[config.mk]
export PLATFORM = sky130hd
export DESIGN_NAME = lite_timebase_watchdog_capture
export DESIGN_NICKNAME = d
export VERILOG_FILES = /design/src/include/lite_timer_pkg.sv /design/src/rtl/lite_timebase_watchdog_capture.sv
export VERILOG_INCLUDE_DIRS = /design/src /design/src/include
export SDC_FILE = /design/constraint.sdc
export NUM_CORES = 1
export LEC_CHECK = 0
export BUFFER_PORTS_ARGS = -buffer_cell sky130_fd_sc_hd__buf_2
export CELL_PAD_IN_SITES_DETAIL_PLACEMENT = 1
export CELL_PAD_IN_SITES_GLOBAL_PLACEMENT = 1
export CORE_ASPECT_RATIO = 0.8
export CORE_MARGIN = 2
export CORE_UTILIZATION = 37
export CTS_CLUSTER_DIAMETER = 120
export DETAILED_ROUTE_END_ITERATION = 10
export PLACE_DENSITY = 0.8
export SLEW_MARGIN = 20
export SYNTH_ARGS = -nofsm -noshare
export SYNTH_HDL_FRONTEND = slang
export SYNTH_SLANG_ARGS = --single-unit
export TNS_END_PERCENT = 5
[constraint.sdc]
create_clock -name clk_i -period 2.4 [get_ports clk_i]
set_clock_uncertainty 0.05 [all_clocks]
set_input_delay 0.72 -clock clk_i [delete_from_list [all_inputs] [get_ports clk_i]]
set_output_delay 0.72 -clock clk_i [all_outputs]
set_load 0.01 [all_outputs]
[src/include/lite_timer_defs.svh]
// Register indices, field positions and counts of the lite timebase/watchdog/capture block
`ifndef LITE_TIMER_DEFS_SVH
`define LITE_TIMER_DEFS_SVH

// Register indices; byte address is four times the index
`define LT_CSR_INDEX 6'h0b
`define LT_CAP_INDEX 6'h0c

// Control/status field positions
`define LT_CSR_CAP_IE 7
`define LT_CSR_CAP_F 6
`define LT_CSR_DOUBLE 5
`define LT_CSR_TB_IE 4
`define LT_CSR_TB_F 3
`define LT_CSR_WDG_RF 2
`define LT_CSR_WDG_EN 1
`define LT_CSR_WDG_DLY 0

// Reset values
`define LT_CSR_RESET 8'h00
`define LT_CAP_RESET 8'h00
`define LT_COUNT_RESET 13'h0000

// Counter terminal value before the wrap to zero
`define LT_COUNT_TERMINAL 13'h1f39

// Start-up delay after a wake from halt, in CPU clocks
`define LT_WAKE_SHORT 256
`define LT_WAKE_LONG 512

`endif

[src/include/lite_timer_pkg.sv]
// Types shared by the lite timebase/watchdog/capture block
package lite_timer_pkg;

    // Oscillator run state, one-hot
    typedef enum logic [2:0] {
        OSC_RUN = 3'b001,
        OSC_HALTED = 3'b010,
        OSC_WAKING = 3'b100
    } osc_state_t;

endpackage : lite_timer_pkg

[src/rtl/lite_timebase_watchdog_capture.sv]
// Lite timer: 13-bit timebase, watchdog and 8-bit input capture behind a Wishbone slave
//
// Summary of operation
// - Counter starts at zero after reset, steps each clock, hidden from software.
// - Overflow event when the count wraps from its terminal value to zero.
// - Double-period select makes a timebase event every second overflow.
// - Timebase event sets the period flag; interrupt requested when enabled.
// - Reading the control/status register clears the period flag.
// - Enabled watchdog resets the device when a period ends without refresh.
// - Delay bit cleared by hardware each period end; only it suppresses reset.
// - Watchdog period runs from reset always; enabling after expiry resets at once.
// - Enable then set the reset flag to force a watchdog reset.
// - Watchdog reset sets the reset flag; reading it clears it.
// - Reset flag left set resets at once when the watchdog is enabled.
// - Hardware watchdog option keeps the watchdog active, enable bit ignored.
// - Option selects whether entering halt gives a watchdog reset.
// - In halt the counter stops and no watchdog reset is made.
// - Wake by interrupt resumes after 256 or 512 clocks; reset disables watchdog.
// - Pin edge latches the counter's upper eight bits and sets the capture flag.
// - Capture interrupt requested when the capture flag and its enable are set.
// - Reading the capture register clears the capture flag.
// - While the capture flag is set further captures are inhibited.
// - Period select: 7994 clock periods when clear, 15988 when set.
// - Only a low-voltage reset clears the watchdog reset flag by hardware.
`timescale 1ns/1ns
`default_nettype none
`include "lite_timer_defs.svh"

module lite_timebase_watchdog_capture
    import lite_timer_pkg::*;
#(
    parameter int WAKE_SHORT = `LT_WAKE_SHORT,
    parameter int WAKE_LONG = `LT_WAKE_LONG
)
(
    // Clock and reset
    input wire logic clk_i,
    input wire logic rst_i,
    input wire logic lvd_reset_i,
    // Wishbone classic slave
    input wire logic cyc_i,
    input wire logic stb_i,
    input wire logic we_i,
    input wire logic [7:0] adr_i,
    input wire logic [3:0] sel_i,
    input wire logic [31:0] dat_i,
    output logic [31:0] dat_o,
    output logic ack_o,
    // Configuration options
    input wire logic hw_watchdog_option_i,
    input wire logic halt_reset_option_i,
    input wire logic wake_delay_long_i,
    // CPU power state
    input wire logic halt_i,
    // Capture pin
    input wire logic capture_input_pin_i,
    // Interrupt requests and watchdog reset
    output logic period_irq_o,
    output logic capture_irq_o,
    output logic watchdog_reset_o
);

    // ============================================================
    // Wishbone decode
    // ============================================================
    logic take;
    logic csr_hit;
    logic cap_hit;
    logic csr_read;
    logic cap_read;
    logic csr_write;

    // A request is taken once; ack high blocks a second take of the same request
    assign take = cyc_i && stb_i && !ack_o;
    assign csr_hit = (adr_i[7:2] == `LT_CSR_INDEX);
    assign cap_hit = (adr_i[7:2] == `LT_CAP_INDEX);
    assign csr_read = take && !we_i && csr_hit;
    assign cap_read = take && !we_i && cap_hit;
    assign csr_write = take && we_i && csr_hit && sel_i[0];

    // ============================================================
    // Oscillator run state (halt and wake)
    // ============================================================
    osc_state_t osc_state;
    logic [9:0] wake_count;
    logic [9:0] wake_limit;
    logic run;
    logic halt_entry;

    assign run = (osc_state == OSC_RUN);
    assign halt_entry = run && halt_i;
    assign wake_limit = wake_delay_long_i ? 10'(WAKE_LONG - 1) : 10'(WAKE_SHORT - 1);

    // Halt freezes the counter; a wake by interrupt waits out the start-up delay
    always_ff @(posedge clk_i)
    begin
        if (rst_i)
        begin
            osc_state <= OSC_RUN;
            wake_count <= 10'h000;
        end
        else
        begin
            case (osc_state)
                OSC_RUN:
                begin
                    if (halt_i)
                        osc_state <= OSC_HALTED;
                end
                OSC_HALTED:
                begin
                    wake_count <= 10'h000;
                    if (!halt_i)
                        osc_state <= OSC_WAKING;
                end
                OSC_WAKING:
                begin
                    if (wake_count == wake_limit)
                        osc_state <= OSC_RUN;
                    else
                        wake_count <= wake_count + 10'h001;
                end
                default:
                    osc_state <= OSC_RUN;
            endcase
        end
    end

    // ============================================================
    // Timebase counter
    // ============================================================
    logic [12:0] count;
    logic overflow;
    logic tb_phase;
    logic tb_event;
    logic period_double_select;

    assign overflow = run && (count == `LT_COUNT_TERMINAL);
    assign tb_event = overflow && (!period_double_select || tb_phase);

    always_ff @(posedge clk_i)
    begin
        if (rst_i)
            count <= `LT_COUNT_RESET;
        else if (overflow)
            count <= `LT_COUNT_RESET;
        else if (run)
            count <= count + 13'h0001;
    end

    // Phase of the doubled period; advances on every overflow
    always_ff @(posedge clk_i)
    begin
        if (rst_i)
            tb_phase <= 1'b0;
        else if (overflow)
            tb_phase <= !tb_phase;
    end

    // ============================================================
    // Control bits written by software
    // ============================================================
    logic period_irq_enable;
    logic capture_irq_enable;
    logic watchdog_enable_bit;

    // Plain read/write bits; a reset leaves the watchdog disabled
    always_ff @(posedge clk_i)
    begin
        if (rst_i)
        begin
            capture_irq_enable <= 1'b0;
            period_double_select <= 1'b0;
            period_irq_enable <= 1'b0;
            watchdog_enable_bit <= 1'b0;
        end
        else if (csr_write)
        begin
            capture_irq_enable <= dat_i[`LT_CSR_CAP_IE];
            period_double_select <= dat_i[`LT_CSR_DOUBLE];
            period_irq_enable <= dat_i[`LT_CSR_TB_IE];
            watchdog_enable_bit <= dat_i[`LT_CSR_WDG_EN];
        end
    end

    // ============================================================
    // Timebase flag and interrupt
    // ============================================================
    logic period_event_flag;

    // set on event, cleared by status read; set wins
    always_ff @(posedge clk_i)
    begin
        if (rst_i)
            period_event_flag <= 1'b0;
        else if (tb_event)
            period_event_flag <= 1'b1;
        else if (csr_read)
            period_event_flag <= 1'b0;
    end

    always_ff @(posedge clk_i)
    begin
        if (rst_i)
            period_irq_o <= 1'b0;
        else
            period_irq_o <= period_event_flag && period_irq_enable;
    end

    // ============================================================
    // Watchdog
    // ============================================================
    logic wdg_phase;
    logic wdg_end;
    logic watchdog_delay_bit;
    logic wdg_expired;
    logic watchdog_reset_flag;
    logic wdg_active;
    logic delay_write;
    logic wdg_fire;

    // Watchdog period is two counter overflows
    assign wdg_end = overflow && wdg_phase;
    assign delay_write = csr_write && dat_i[`LT_CSR_WDG_DLY];
    // hardware option overrides the enable bit
    assign wdg_active = hw_watchdog_option_i || watchdog_enable_bit;
    assign wdg_fire = wdg_active && ((run && (wdg_expired || watchdog_reset_flag))
                                     || (halt_entry && halt_reset_option_i));

    // period counted from reset whatever the enable
    always_ff @(posedge clk_i)
    begin
        if (rst_i)
            wdg_phase <= 1'b0;
        else if (overflow)
            wdg_phase <= !wdg_phase;
    end

    // delay cleared at period end; a write of one in that cycle wins
    always_ff @(posedge clk_i)
    begin
        if (rst_i)
            watchdog_delay_bit <= 1'b0;
        else if (delay_write)
            watchdog_delay_bit <= 1'b1;
        else if (wdg_end)
            watchdog_delay_bit <= 1'b0;
    end

    // remembers a missed refresh so a later enable resets at once
    always_ff @(posedge clk_i)
    begin
        if (rst_i)
            wdg_expired <= 1'b0;
        else if (wdg_end && !watchdog_delay_bit)
            wdg_expired <= 1'b1;
        else if (delay_write)
            wdg_expired <= 1'b0;
    end

    // survives ordinary resets; only the low-voltage reset or a status read clears it
    always_ff @(posedge clk_i)
    begin
        if (lvd_reset_i)
            watchdog_reset_flag <= 1'b0;
        else if (rst_i)
            watchdog_reset_flag <= watchdog_reset_flag;
        else if (wdg_fire || (csr_write && dat_i[`LT_CSR_WDG_RF]))
            watchdog_reset_flag <= 1'b1;
        else if (csr_read)
            watchdog_reset_flag <= 1'b0;
    end

    // reset request holds until the system reset arrives
    always_ff @(posedge clk_i)
    begin
        if (rst_i)
            watchdog_reset_o <= 1'b0;
        else if (wdg_fire)
            watchdog_reset_o <= 1'b1;
    end

    // ============================================================
    // Input capture
    // ============================================================
    logic [2:0] pin_sync;
    logic pin_level;
    logic cap_edge;
    logic capture_flag;
    logic [7:0] capture_register;

    // three flops; a change counts once the last two agree
    always_ff @(posedge clk_i)
    begin
        if (rst_i)
            pin_sync <= 3'b000;
        else
            pin_sync <= {pin_sync[1:0], capture_input_pin_i};
    end

    // Accepted pin level; either direction of change is an edge
    always_ff @(posedge clk_i)
    begin
        if (rst_i)
            pin_level <= 1'b0;
        else if (pin_sync[1] == pin_sync[2])
            pin_level <= pin_sync[2];
    end

    assign cap_edge = run && (pin_sync[1] == pin_sync[2]) && (pin_sync[2] != pin_level);

    // latch upper count bits only while the flag is clear
    always_ff @(posedge clk_i)
    begin
        if (rst_i)
            capture_register <= `LT_CAP_RESET;
        else if (cap_edge && !capture_flag)
            capture_register <= count[12:5];
    end

    // flag set by capture, cleared by register read; set wins
    always_ff @(posedge clk_i)
    begin
        if (rst_i)
            capture_flag <= 1'b0;
        else if (cap_edge && !capture_flag)
            capture_flag <= 1'b1;
        else if (cap_read)
            capture_flag <= 1'b0;
    end

    always_ff @(posedge clk_i)
    begin
        if (rst_i)
            capture_irq_o <= 1'b0;
        else
            capture_irq_o <= capture_flag && capture_irq_enable;
    end

    // ============================================================
    // Wishbone answer
    // ============================================================
    logic [7:0] csr_value;

    assign csr_value = {capture_irq_enable, capture_flag, period_double_select, period_irq_enable,
                        period_event_flag, watchdog_reset_flag, watchdog_enable_bit, watchdog_delay_bit};

    // One-cycle ack; unmapped addresses answer with zero data
    always_ff @(posedge clk_i)
    begin
        if (rst_i)
        begin
            ack_o <= 1'b0;
            dat_o <= 32'h0000_0000;
        end
        else
        begin
            ack_o <= take;
            if (take && !we_i)
            begin
                if (csr_hit)
                    dat_o <= {24'h00_0000, csr_value};
                else if (cap_hit)
                    dat_o <= {24'h00_0000, capture_register};
                else
                    dat_o <= 32'h0000_0000;
            end
        end
    end

    // ============================================================
    // Checks
    // ============================================================
    logic prev_ovf_event;

    // Remembers whether the last overflow gave a doubled-mode event; two in a row halve the period
    always_ff @(posedge clk_i)
    begin
        if (rst_i)
            prev_ovf_event <= 1'b0;
        else if (overflow)
            prev_ovf_event <= tb_event && period_double_select;
    end

    a_count_wrap: assert property (@(posedge clk_i) disable iff (rst_i)
        overflow |=> (count == 13'h0000))
        else $error("count did not wrap to zero after terminal value");

    a_count_step: assert property (@(posedge clk_i) disable iff (rst_i)
        (run && !overflow) |=> (count == $past(count) + 13'h0001))
        else $error("count did not step by one");

    a_count_frozen: assert property (@(posedge clk_i) disable iff (rst_i)
        (!run) |=> $stable(count))
        else $error("count moved while halted");

    a_tb_double: assert property (@(posedge clk_i) disable iff (rst_i)
        (overflow && period_double_select && prev_ovf_event) |-> !tb_event)
        else $error("doubled timebase gave events on two overflows in a row");

    a_tb_flag_irq: assert property (@(posedge clk_i) disable iff (rst_i)
        (tb_event && period_irq_enable && !csr_write) |=> period_event_flag ##1 period_irq_o)
        else $error("timebase event did not reach the interrupt");

    a_csr_read_clear: assert property (@(posedge clk_i) disable iff (rst_i)
        (csr_read && !tb_event) |=> !period_event_flag)
        else $error("status read did not clear the period flag");

    a_wdg_fire: assert property (@(posedge clk_i) disable iff (rst_i)
        (run && wdg_active && wdg_expired) |=> watchdog_reset_o && watchdog_reset_flag)
        else $error("expired watchdog did not reset");

    a_delay_clear: assert property (@(posedge clk_i) disable iff (rst_i)
        (wdg_end && !delay_write) |=> !watchdog_delay_bit)
        else $error("delay bit survived the period end");

    a_halt_quiet: assert property (@(posedge clk_i) disable iff (rst_i)
        (osc_state == OSC_HALTED && !watchdog_reset_o) |=> !watchdog_reset_o)
        else $error("watchdog reset raised while halted");

    a_wake_delay: assert property (@(posedge clk_i) disable iff (rst_i)
        (osc_state == OSC_WAKING && $past(osc_state) == OSC_HALTED) |-> (osc_state == OSC_WAKING)[*4])
        else $error("counter resumed too soon after wake");

    a_cap_latch: assert property (@(posedge clk_i) disable iff (rst_i)
        (cap_edge && !capture_flag) |=> capture_flag && (capture_register == $past(count[12:5])))
        else $error("capture did not latch the upper count bits");

    a_cap_hold: assert property (@(posedge clk_i) disable iff (rst_i)
        capture_flag |=> $stable(capture_register))
        else $error("capture register changed while flag set");

    a_cap_read_clear: assert property (@(posedge clk_i) disable iff (rst_i)
        (cap_read && !cap_edge) |=> !capture_flag)
        else $error("capture register read did not clear the flag");

endmodule : lite_timebase_watchdog_capture
`default_nettype wire

-- Word-level counts from Yosys, hierarchy flattened
Index checks and enable logic that the tools add are counted.
- add/sub/neg operators: 2
- mux-type cells: 18
- eq/ne operators: 13
- reduce and logical (&&, ||, !) cells: 45
- bitwise gates (word level): 1
- operators with widths (cell ; number):
    logical AND 1 bit ; 23
    one-hot mux 10 bit (2 select lines) ; 1
    2-to-1 mux 8 bit ; 2
    adder 13 x 1 -> 13 bit (second input constant) ; 1
    == test 13 bit (second input constant) ; 1
    == test 6 x 4 -> 1 bit (second input constant) ; 2
    nonzero test 2 bit ; 6
    adder 10 x 1 -> 10 bit (second input constant) ; 1
    == test 10 x 9 -> 1 bit ; 1
    2-to-1 mux 10 bit ; 1
    2-to-1 mux 1 bit ; 9
    2-to-1 mux 3 bit ; 3
    2-to-1 mux 9 bit ; 1
    one-hot mux 3 bit (3 select lines) ; 1
    inequality test 2 bit (second input constant) ; 4
    zero test 1 bit ; 7
    logical OR 1 bit ; 5
    AND reduction 2 bit ; 2
    == test 3 x 1 -> 1 bit (second input constant) ; 1
    == test 3 x 2 -> 1 bit (second input constant) ; 1
    == test 3 bit (second input constant) ; 1
    AND reduction 3 bit ; 1
    OR reduction 2 bit ; 1
    == test 1 bit ; 1
    2 further kinds ; 2
- output and inout bits: 36
- register bits after elaboration: 85
- input bits: 55

-- Logic depth before layout (Yosys ltp)
Gate-level depths: netlist of the first run.
- depth in word-level cells: 9
- mapped depth: 8

-- Least setup slack after synthesis of the first run
OpenSTA, ideal clock, no wires.
- kind: input to register
- start point: input adr_i[7]
- end point: register capture_flag
- setup time: 0.143 ns
- slack: 0.143 ns
- cell stages on the path: 5
- path buffers: 1
- data arrival time: 2.064 ns
- cells stage by stage: or3b_1 clkbuf_1 nor4b_2 a21bo_2 a21oi_1
- word-level cells in the longest chain between the ends: 3
- ends and longest elaborated chain (item ; RTL line ; source):
    start: declaration ; lite_timebase_watchdog_capture.sv:44 ; input wire logic [7:0] adr_i,
    == test 6 x 4 -> 1 bit (no line) ; - ;
    logical AND 1 bit ; lite_timebase_watchdog_capture.sv:78 ; assign cap_read = take && !we_i && cap_hit;
    nonzero test 2 bit (no line) ; - ;
    end signal: assignment ; lite_timebase_watchdog_capture.sv:325 ; capture_flag <= 1'b0;
    end signal: assignment ; lite_timebase_watchdog_capture.sv:327 ; capture_flag <= 1'b1;
    end signal: assignment ; lite_timebase_watchdog_capture.sv:329 ; capture_flag <= 1'b0;
    end: declaration ; lite_timebase_watchdog_capture.sv:289 ; logic capture_flag;
Every way passes these cells.
A chain may end at the register's enable or synchronous reset.

-- Worst setup path after layout of the first run
- start point: register osc_state[0]
- end point: register count[12]
- word-level cells in the longest chain between the ends: 3
- ends and longest elaborated chain (item ; RTL line ; source):
    start: declaration ; lite_timebase_watchdog_capture.sv:84 ; osc_state_t osc_state;
    start signal: assignment ; lite_timebase_watchdog_capture.sv:99 ; osc_state <= OSC_RUN;
    start signal: assignment ; lite_timebase_watchdog_capture.sv:108 ; osc_state <= OSC_HALTED;
    start signal: assignment ; lite_timebase_watchdog_capture.sv:114 ; osc_state <= OSC_WAKING;
    == test 3 x 1 -> 1 bit (*) ; lite_timebase_watchdog_capture.sv:90 ; assign run = (osc_state == OSC_RUN);
    logical AND 1 bit ; lite_timebase_watchdog_capture.sv:138 ; assign overflow = run && (count == `LT_COUNT_TERMINAL);
    OR reduction 2 bit (no line) ; - ;
    end signal: assignment ; lite_timebase_watchdog_capture.sv:144 ; count <= `LT_COUNT_RESET;
    end signal: assignment ; lite_timebase_watchdog_capture.sv:146 ; count <= `LT_COUNT_RESET;
    end signal: assignment ; lite_timebase_watchdog_capture.sv:148 ; count <= count + 13'h0001;
    end: declaration ; lite_timebase_watchdog_capture.sv:132 ; logic [12:0] count;
Mark *: on every way between the ends. The rest lies on a longest branch, timed or not.

==> results of run 1 <==
==> synth_stat cells, types with 5 or more instances <==
cell type  instances
nor2_1            41
xnor2_1            8
nor3_1            10
dfxtp_1           61
nand3_1            6
nand2_1           16
clkbuf_1          12
mux2i_1           12
nand2b_1           5
nor4_1             5
or4_1              7
o21ai_0           10
or3_1              9
nand4_1            7
buf_4             25
a221oi_1           8
a21oi_1           16
==> metrics by stage <==
step	instances	hold WS, ns	power, uW	utilization
after floorplan	340	0.3638	1214	-
after global placement	452	0.3859	1230	0.4136
after detailed placement	452	0.3988	1237	0.4136
after CTS	468	0.4132	2134	0.4395
after global routing	468	0.4378	2204	0.4395
final	468	0.4081	2115	0.4395
==> registers in the layout (all words and copies together), names as in the netlist, 3 cells and up <==
name and count:
dat_o 8, wake_count 10, count 13, osc_state 3, capture_register 8, pin_sync 3
==> critical path, delay by kind of cell (launching register included) <==
family                 cells  cell delay, ns
and+or+nand+nor            3            1.35
DFF                        1            0.48
buffers and inverters      1            0.21
AOI/OAI and AO/OA          1            0.14
==> power groups by stage <==
stage / sequential (uW) / clock, uW / combinational (uW)
after CTS: 1060 / 918 / 160
after global routing: 1060 / 965 / 181
after global placement: 1080 / 0 / 154
after detailed placement: 1080 / 0 / 159
final: 1060 / 899 / 159
after floorplan: 1070 / 0 / 139
==> logic make-up (layout without fill, tap and decap cells) <==
| group | after synthesis | in the layout | share of synthesized area |
|---|---|---|---|
| and+or+nand+nor | 132 | 132 | 0.2578 |
| DFF | 61 | 61 | 0.4286 |
| AOI/OAI and AO/OA | 53 | 53 | 0.1247 |
| buffers and inverters | 43 | 66 | 0.09530 |
| xor gates and xnor gates | 12 | 12 | 0.03689 |
| muxes | 12 | 12 | 0.04216 |
| adders and majority gates | 3 | 3 | 0.01318 |
| other | 1 | 24 | 0.001316 |
==> layout make-up <==
cell class / instances / area (um2)
Clock buffer: 12 / 145.1
Clock inverter: 4 / 47.55
Fill cell: 922 / 4163
Inverter: 3 / 11.26
Multi-Input combinational cell: 236 / 1443
Sequential cell: 61 / 1221
Tap cell: 105 / 131.4
Timing Repair Buffer: 47 / 265.3
==> worst paths after layout <==
| kind | startpoint | endpoint | slack, ns | cells past startpoint |
|---|---|---|---|---|
| worst min-delay path | pin_sync[0]$_SDFF_PP0_ | pin_sync[1]$_SDFF_PP0_ | 0.41 | 1 |
| worst max-delay path | osc_state[0]$_SDFFE_PP1P_ | count[12]$_SDFFE_PP0N_ | 0.11 | 5 |
| worst max register to register | osc_state[0]$_SDFFE_PP1P_ | count[12]$_SDFFE_PP0N_ | 0.11 | 5 |
| worst min register to register | pin_sync[0]$_SDFF_PP0_ | pin_sync[1]$_SDFF_PP0_ | 0.41 | 1 |
==> layer usage <==
metal,vias up,track usage,share of wire
li1,1172,-,-
met1,1120,0.2273,0.48
met2,62,0.2717,0.46
met3,8,0.05808,0.049
met4,0,0.05333,0.013
met5,-,0,0
==> metrics, run 1 <==
Hold Vio Cnt, Final=0; CP cell instances=or3b_1, buf_4, or3_4, or4_1, a21oi_1; Pint=around 1600 uW; GRT overflow=0; status=complete, no violations; CP Data Required Time=2.62 ns; max_slew headroom=0.5800; post-synthesis cell count=between 300 and 400; cts repair resizes=0; max incr delay on CP=0.49 ns; WS Path Type=reg2reg; Crit Path Max Fanout=8; IO Pins=91; pre-CTS setup slack=~0.096 ns; Peak supply drop=0.2347 mV; GP Congestion=0.7736; DRT Pass-1 Iters=4; Placed Area=0.003072 mm2; Area growth syn-to-layout=14.58%; # Max-Cap Violations=0; die width=between 100 and 150 um; RSZ-0062 raised after global routing=false; Reg power frac=0.499; Syn Area/Cell=8.987 um2; Async SR Flop Fraction=0; Core Area=about 0.0074 mm2; Setup Fix Bufs, Post-CTS=0; count of hold-fix buffers inserted at cts=0; Final nets=~420; WL final=6724 um; Post-route DRC=0; fin crit period=2.288 ns; synthesized cell area=between 0.002 and 0.003 mm2; clock root cell=clkbuf_8; GR Util All Layers=0.1733; final period utilization=0.9532; vias in the first global route=2,297; crit path launch type=flop; layout cells sized above 1=0.1956; Seq/Total Area, Yosys=0.4286; Synth Warn #=0; number of CTS-inserted buffers=9; Clk pin slew, worst setup/hold paths=0.07 ns; CTS max path bufs=2; vias per cell=between 5 and 6; logic gate share of total power=0.075; number of port buffers=35; Ant. Diodes=0; Design Area, Final=roughly 0.0033 mm2; vias=2,362; final count of negative-setup-slack endpoints=0; power share of the clock group=0.425; dominant cells by area after synthesis=dfxtp_1 (43%), buf_4 (6.6%), nor2_1 (5.4%); num rows=28; maximum clock rate=0.4371 GHz; Worst-Skew Late Latency=~0.34 ns; post-route ant nets=0; P_leak=around 0.0013 uW; Most used DFF post-synth=dfxtp_1; Net Sw Frac=0.2419; clock sink count=about 60; CTS H-Tree Depth=3; fin worst setup slack=between 0.1 and 0.15 ns; largest net degree at the start of global routing=30; die area=approximately 0.0084 mm2; Slowest cell on crit path=or3b_1; initial antenna violation count=0; Worst Hold Class=reg2reg; Die Y=approximately 82 um; Post-synth EDFFs=0; dpl hpwl=about 4800 um; First DRT Iteration DRCs=120; Initial Utilization=0.3836; Switch Pwr=511.5 uW; Worst Tran Pin Value=0.6286 ns; average routed wire per standard cell=~14 um; TritonCTS clock tree=built; commonest cells after routing, fill and taps aside=dfxtp_1 (61), nor2_1 (41), buf_2 (35); post-synthesis register bit count=61; Yosys top cell area share=0.4286; first-pass GRT wire length=approximately 11,000 um; pwr dens=around 650 mW/mm2; Setup crit end kind=flop; Yosys cell types=46; Slew Viols, Final=0; most common cell after layout, fill and taps aside=dfxtp_1; post-synth top area cell=dfxtp_1; Arrival @ worst endpoint=2.51 ns; Setup TNS Final=0 ns
Note: power is estimated with default switching activity, not from simulation.
==> run 2: changes to the inputs <==
- RECOVER_POWER: not set -> 50
==> run 2 against run 1 <==
Against the previous run:
- die area is the same
- via count grew 0.21%
- clock-buffer cell count is the same
- first-iteration DRC count shrank 13%
- design area shrank 0.73%
- largest power group unchanged
- non-clock buffer count is the same
- critical path depth is the same
- combinational power is essentially flat
==> metrics, run 2 (synthesized netlist as in run 1, its figures left out) <==
status=complete, no violations (unchanged); Critical Path Start=osc_state[0]$_SDFFE_PP1P_ (unchanged); final period utilization=0.9490 (was 0.9532); TritonCTS clock tree=built (unchanged); First DRT Iteration DRCs=105 (was 120); CTS H-Tree Depth=3 (unchanged); CTS max path bufs=2 (unchanged); maximum clock rate=0.4390 GHz (was 0.4371 GHz); number of fill cells=933 (was 922); post-route ant nets=0 (unchanged); layout cells sized above 1=0.1543 (was 0.1956); P_leak=0.001244 uW (was 0.001305 uW); Setup TNS Final=0 ns (unchanged); Peak supply drop=0.2346 mV (was 0.2347 mV); flop2flop setup slack=0.12 ns (was 0.11 ns); clock sink count=61 (unchanged); fin crit period=2.278 ns (was 2.288 ns); first-pass GRT wire length=11,140 um (unchanged); vias per cell=5.058 (was 5.047); Hold Vio Cnt, Final=0 (unchanged); DRT Pass-1 Iters=4 (unchanged); Worst Hold Class=reg2reg (unchanged); max_slew headroom=0.5661 (was 0.5800); Arrival @ worst endpoint=2.50 ns (was 2.51 ns); GR Util All Layers=0.1733 (unchanged); Setup crit end kind=flop (unchanged); num rows=28 (unchanged); largest register by flop count=count (unchanged); WS Path Type=reg2reg (unchanged); total power draw=2112 uW (was 2115 uW); Clk pin slew, worst setup/hold paths=0.07 ns (about the same); Setup Fix Bufs, Post-CTS=0 (unchanged); clock root cell=clkbuf_8 (unchanged); count of hold-fix buffers inserted at cts=0 (unchanged); Setup crit end=count[12]$_SDFFE_PP0N_ (unchanged); max reg flops=13 (unchanged); CP Data Required Time=2.62 ns (about the same); Final nets=416 (unchanged); worst reg2reg path endpoint=count[12]$_SDFFE_PP0N_ (unchanged); reg2reg path depth=5 (unchanged); Crit Path Max Fanout=8 (unchanged); pwr dens=651.8 mW/mm2 (was 647.8 mW/mm2); # Max-Cap Violations=0 (unchanged); RSZ-0062 raised after global routing=false (unchanged); biggest regs=count: 13 flops, wake_count: 10 flops (unchanged); Final Util=0.4363 (was 0.4395); Slew Viols, Final=0 (unchanged); die area=0.008422 mm2 (unchanged); initial antenna violation count=0 (unchanged); GP Congestion=0.7736 (unchanged); number of port buffers=35 (unchanged); final count of negative-setup-slack endpoints=0 (unchanged); vias=2,367 (was 2,362); Worst Tran Pin Value=0.6509 ns (was 0.6286 ns); Placed Area=0.003072 mm2 (unchanged); Design Area, Final=0.003241 mm2 (was 0.003264 mm2); most common cell after layout, fill and taps aside=dfxtp_1 (unchanged); dpl hpwl=4802 um (unchanged); Area growth syn-to-layout=13.75% (was 14.58%); crit path launch type=flop (unchanged); largest net degree at the start of global routing=30 (unchanged); Worst R2R Start=osc_state[0]$_SDFFE_PP1P_ (unchanged); Worst-Skew Late Latency=0.34 ns (about the same); average routed wire per standard cell=14.40 um (was 14.37 um); Post-route DRC=0 (unchanged); commonest cells after routing, fill and taps aside=dfxtp_1 (61), nor2_1 (41), conb_1 (24) (was dfxtp_1 (61), nor2_1 (41), buf_2 (35)); Die Y=82.49 um (unchanged); number of CTS-inserted buffers=9 (unchanged); worst hold path depth=1 (unchanged); Initial Utilization=0.3836 (unchanged); IO Pins=91 (unchanged); cts repair resizes=0 (unchanged); Core Area=0.007427 mm2 (unchanged); vias in the first global route=2,297 (unchanged); GRT overflow=0 (unchanged); die width=102.1 um (unchanged); WL final=6741 um (was 6724 um); Ant. Diodes=0 (unchanged)
run 2: metrics by stage:
| stage | cells | setup WS [ns] | hold WS (ns) |
|---|---|---|---|
| after floorplan | 340 | 0.1431 | 0.3638 |
| after global placement | 452 | 0.1140 | 0.3859 |
| after detailed placement | 452 | 0.09557 | 0.3988 |
| after CTS | 468 | 0.1401 | 0.4132 |
| after global routing | 468 | 0.05949 | 0.4378 |
| final | 468 | 0.1223 | 0.4080 |
run 2: worst min-delay path by stage:
stage | from | to | slack (ns)
3_3_place_gp | pin_sync[0]$_SDFF_PP0_ | pin_sync[1]$_SDFF_PP0_ | 0.39
3_5_place_dp | capture_irq_enable$_SDFFE_PP0N_ | capture_irq_o$_SDFF_PP0_ | 0.40
5_1_grt | pin_sync[0]$_SDFF_PP0_ | pin_sync[1]$_SDFF_PP0_ | 0.44
6_report | pin_sync[0]$_SDFF_PP0_ | pin_sync[1]$_SDFF_PP0_ | 0.41
4_1_cts | pin_sync[0]$_SDFF_PP0_ | pin_sync[1]$_SDFF_PP0_ | 0.41
2_1_floorplan | pin_sync[0]$_SDFF_PP0_ | pin_sync[1]$_SDFF_PP0_ | 0.36
run 2: area by class of cell:
class | instances | area (um2) | share of cell area
clock buffer | 12 | 145.1 | 0.04479
clock inverter | 4 | 47.55 | 0.01467
inverter | 3 | 11.26 | 0.003475
multi-input combinational | 236 | 1443 | 0.4452
sequential | 61 | 1221 | 0.3768
tap | 105 | 131.4 | 0.04054
timing repair buffer | 47 | 241.5 | 0.07452
run 2: metal layers:
metal | wire length, um | up-vias | global-route usage
li1 | - | 1172 | -
met1 | 3201 | 1127 | 0.2273
met2 | 3091 | 60 | 0.2717
met3 | 359 | 8 | 0.05808
met4 | 90 | 0 | 0.05333
met5 | 0 | - | 0
run 2: worst max-delay path: stages (launching register included):
cell	delay (ns)
dfxtp_1	0.47
or3b_1	0.49
buf_4	0.21
or3_4	0.39
or4_1	0.47
a21oi_1	0.14
run 2: report_power, final:
part | leakage [uW] | internal [uW] | switching, uW
logic | 0.000654 | 60.6 | 95.6
registers | 0.000494 | 1030 | 21.8
clock network | 0.0000964 | 505 | 395
==> run 3: changes to the inputs <==
- ABC_AREA: not set -> 1
- BUFFER_PORTS_ARGS: -buffer_cell sky130_fd_sc_hd__buf_2 -> -buffer_cell sky130_fd_sc_hd__clkbuf_2
- CORE_UTILIZATION: 37 -> 36
- RECOVER_POWER: 50 -> not set
==> run 3 against run 2 <==
Against the previous run:
- die area up 8.5%
- sequential share of layout area fell by 1.9 points
- register-to-register slack gained 0.31 ns
- critical endpoint is now wake_count[1]$_SDFFE_PP0P_
- largest cell class unchanged
- synthesized cell count up 27%
- final cell count is 18% higher
- non-clock buffer count is 8 lower
==> metrics, run 3 <==
largest register by flop count=count (unchanged); Seq/Total Area, Yosys=0.4046 (was 0.4286); Post-synth top cells=nand2_1 (75), dfxtp_1 (61), a21oi_1 (48), inv_1 (47), nor2_1 (27) (was dfxtp_1 (61), nor2_1 (41), buf_4 (25), a21oi_1 (16), nand2_1 (16)); CTS max path bufs=2 (unchanged); Initial Utilization=0.3763 (was 0.3836); crit path launch type=flop (unchanged); CTS H-Tree Depth=3 (unchanged); Yosys top cell area share=0.4046 (was 0.4286); vias per cell=4.821 (was 5.058); first-pass GRT wire length=12,790 um (was 11,140 um); fin crit period=1.967 ns (was 2.278 ns); Hold Vio Cnt, Final=0 (unchanged); Placed Area=0.003207 mm2 (was 0.003072 mm2); commonest cells after routing, fill and taps aside=nand2_1 (75), dfxtp_1 (61), a21oi_1 (48) (was dfxtp_1 (61), nor2_1 (41), conb_1 (24)); vias=2,671 (was 2,367); Area growth syn-to-layout=13.18% (was 13.75%); number of CTS-inserted buffers=9 (unchanged); GP Congestion=0.8019 (was 0.7736); Final nets=500 (was 416); Die Y=85.90 um (was 82.49 um); Synth Warn #=0 (unchanged); pwr dens=642.3 mW/mm2 (was 651.8 mW/mm2); max reg flops=13 (unchanged); pre-CTS setup slack=0.3792 ns (was 0.09557 ns); Net Sw Frac=0.2475 (was 0.2426); Slowest cell on crit path=dfxtp_1 (was or3b_1); dpl hpwl=5677 um (was 4802 um); status=complete, no violations (unchanged); post-route ant nets=0 (unchanged); Syn Area/Cell=7.489 um2 (was 8.987 um2); # Max-Cap Violations=0 (unchanged); total power draw=2194 uW (was 2112 uW); layout cells sized above 1=0.1726 (was 0.1543); Peak supply drop=0.2120 mV (was 0.2346 mV); Setup TNS Final=0 ns (unchanged); Slew Viols, Final=0 (unchanged); vias in the first global route=2,743 (was 2,297); biggest regs=count: 13 flops, wake_count: 10 flops (unchanged); Most used DFF post-synth=dfxtp_1 (unchanged); CP cell instances=ha_1, nand2_1, nor2_4, nand4_2, nand2_2, nand2_2, o21ai_0, nor2_1 (was or3b_1, buf_4, or3_4, or4_1, a21oi_1); fin worst setup slack=0.4332 ns (was 0.1223 ns); Design Area, Final=0.003416 mm2 (was 0.003241 mm2); Ant. Diodes=0 (unchanged); max incr delay on CP=0.45 ns (was 0.49 ns); WL final=7515 um (was 6741 um); CP Data Required Time=2.57 ns (was 2.62 ns); DRT Pass-1 Iters=4 (unchanged); count of hold-fix buffers inserted at cts=0 (unchanged); Post-synth EDFFs=0 (unchanged); Async SR Flop Fraction=0 (unchanged); average routed wire per standard cell=13.56 um (was 14.40 um); GR Util All Layers=0.1785 (was 0.1733); clock root cell=clkbuf_8 (unchanged); die width=106.4 um (was 102.1 um); top-count cell post-synth=nand2_1 (was dfxtp_1); Yosys cell types=38 (was 46); First DRT Iteration DRCs=92 (was 105); clock sink count=61 (unchanged); largest net degree at the start of global routing=30 (unchanged); Pint=1651 uW (was 1600 uW); final count of negative-setup-slack endpoints=0 (unchanged); power share of the clock group=0.436 (was 0.426); Final Util=0.4260 (was 0.4363); post-synthesis register bit count=61 (unchanged); post-synthesis cell count=403 (was 317); Clk pin slew, worst setup/hold paths=0.07 ns (about the same); Worst-Skew Late Latency=0.34 ns (about the same); cts repair resizes=0 (unchanged); num rows=29 (was 28); max_slew headroom=0.6120 (was 0.5661); GRT overflow=0 (unchanged); RSZ-0062 raised after global routing=false (unchanged); Setup Fix Bufs, Post-CTS=0 (unchanged); TritonCTS clock tree=built (unchanged); number of port buffers=35 (unchanged); most common cell after layout, fill and taps aside=nand2_1 (was dfxtp_1); post-synth top area cell=dfxtp_1 (unchanged); dominant cells by area after synthesis=dfxtp_1 (40%), nand2_1 (9.3%), a21oi_1 (8.0%) (was dfxtp_1 (43%), buf_4 (6.6%), nor2_1 (5.4%)); final period utilization=0.8195 (was 0.9490); Reg power frac=0.482 (was 0.500); Setup crit end kind=flop (unchanged); Post-route DRC=0 (unchanged); Core Area=0.008019 mm2 (was 0.007427 mm2); WS Path Type=reg2reg (unchanged); Arrival @ worst endpoint=2.14 ns (was 2.50 ns); number of fill cells=1,039 (was 933); crit-path most repeated cell=nand2_2; maximum clock rate=0.5084 GHz (was 0.4390 GHz); Switch Pwr=543.0 uW (was 512.4 uW); Worst Hold Class=reg2reg (unchanged); initial antenna violation count=0 (unchanged); P_leak=0.001295 uW (was 0.001244 uW); Worst Tran Pin Value=0.5804 ns (was 0.6509 ns); die area=0.009136 mm2 (was 0.008422 mm2); synthesized cell area=0.003018 mm2 (was 0.002849 mm2); IO Pins=91 (unchanged); Crit Path Max Fanout=11 (was 8); logic gate share of total power=0.082 (was 0.074)
==> run 3: worst max-delay path, delay by kind of cell (launching register included) <==
family / cells / cell delay [ns]
AOI/OAI and AO/OA: 1 / 0.22
adders and majority gates: 1 / 0.24
DFF: 1 / 0.45
and+or+nand+nor: 6 / 0.87
==> run 3: path summary, 6_finish.rpt <==
kind              depth (start not counted)                         end                       start  slack (ns)
hold / removal                            2      pin_sync[1]$_SDFF_PP0_      pin_sync[0]$_SDFF_PP0_        0.37
hold reg to reg                           2      pin_sync[1]$_SDFF_PP0_      pin_sync[0]$_SDFF_PP0_        0.37
setup / recovery                          8  wake_count[1]$_SDFFE_PP0P_  wake_count[0]$_SDFFE_PP0P_        0.43
setup reg to reg                          8  wake_count[1]$_SDFFE_PP0P_  wake_count[0]$_SDFFE_PP0P_        0.43
==> run 3: power groups by stage <==
stage	combinational, uW	sequential [uW]	clock [uW]
6_report	181	1060	956
4_1_cts	180	1060	980
3_3_place_gp	171	1080	0
3_5_place_dp	179	1080	0
2_1_floorplan	152	1080	0
5_1_grt	204	1060	1040
==> run 3: layout make-up <==
| class | count | area [um2] | share of cell area |
|---|---|---|---|
| clock inverters | 3 | 43.79 | 0.01282 |
| multi-input cells | 281 | 1455 | 0.4260 |
| repair buffers | 39 | 205.2 | 0.06007 |
| flip-flops and latches | 61 | 1221 | 0.3575 |
| clock buffers | 12 | 165.2 | 0.04835 |
| inverters | 50 | 190.2 | 0.05568 |
| well taps | 108 | 135.1 | 0.03956 |
==> run 3: layer usage <==
layer	vias up	routed length [um]	global-route usage
met5	-	0	0
met4	0	89	0.06100
met3	8	307	0.05699
met2	45	3631	0.3030
met1	1269	3487	0.2144
li1	1349	-	-
==> run 3: kinds of logic (layout without fill, tap and decap cells) <==
kind of cell | count (synthesis) | count (layout) | synth area share
buf+inv | 84 | 104 | 0.1418
other cells | 1 | 24 | 0.001243
flops | 61 | 61 | 0.4046
compound gates | 88 | 88 | 0.1621
fa+ha+maj | 3 | 3 | 0.01244
xor+xnor | 6 | 6 | 0.01741
simple gates | 160 | 160 | 0.2604
==> run 3: through the flow <==
| stage | hold slack, ns | std cells |
|---|---|---|
| final | 0.3688 | 554 |
| after global routing | 0.3989 | 554 |
| after CTS | 0.3709 | 554 |
| after detailed placement | 0.3600 | 539 |
| after global placement | 0.3469 | 539 |
| after floorplan | 0.3383 | 426 |
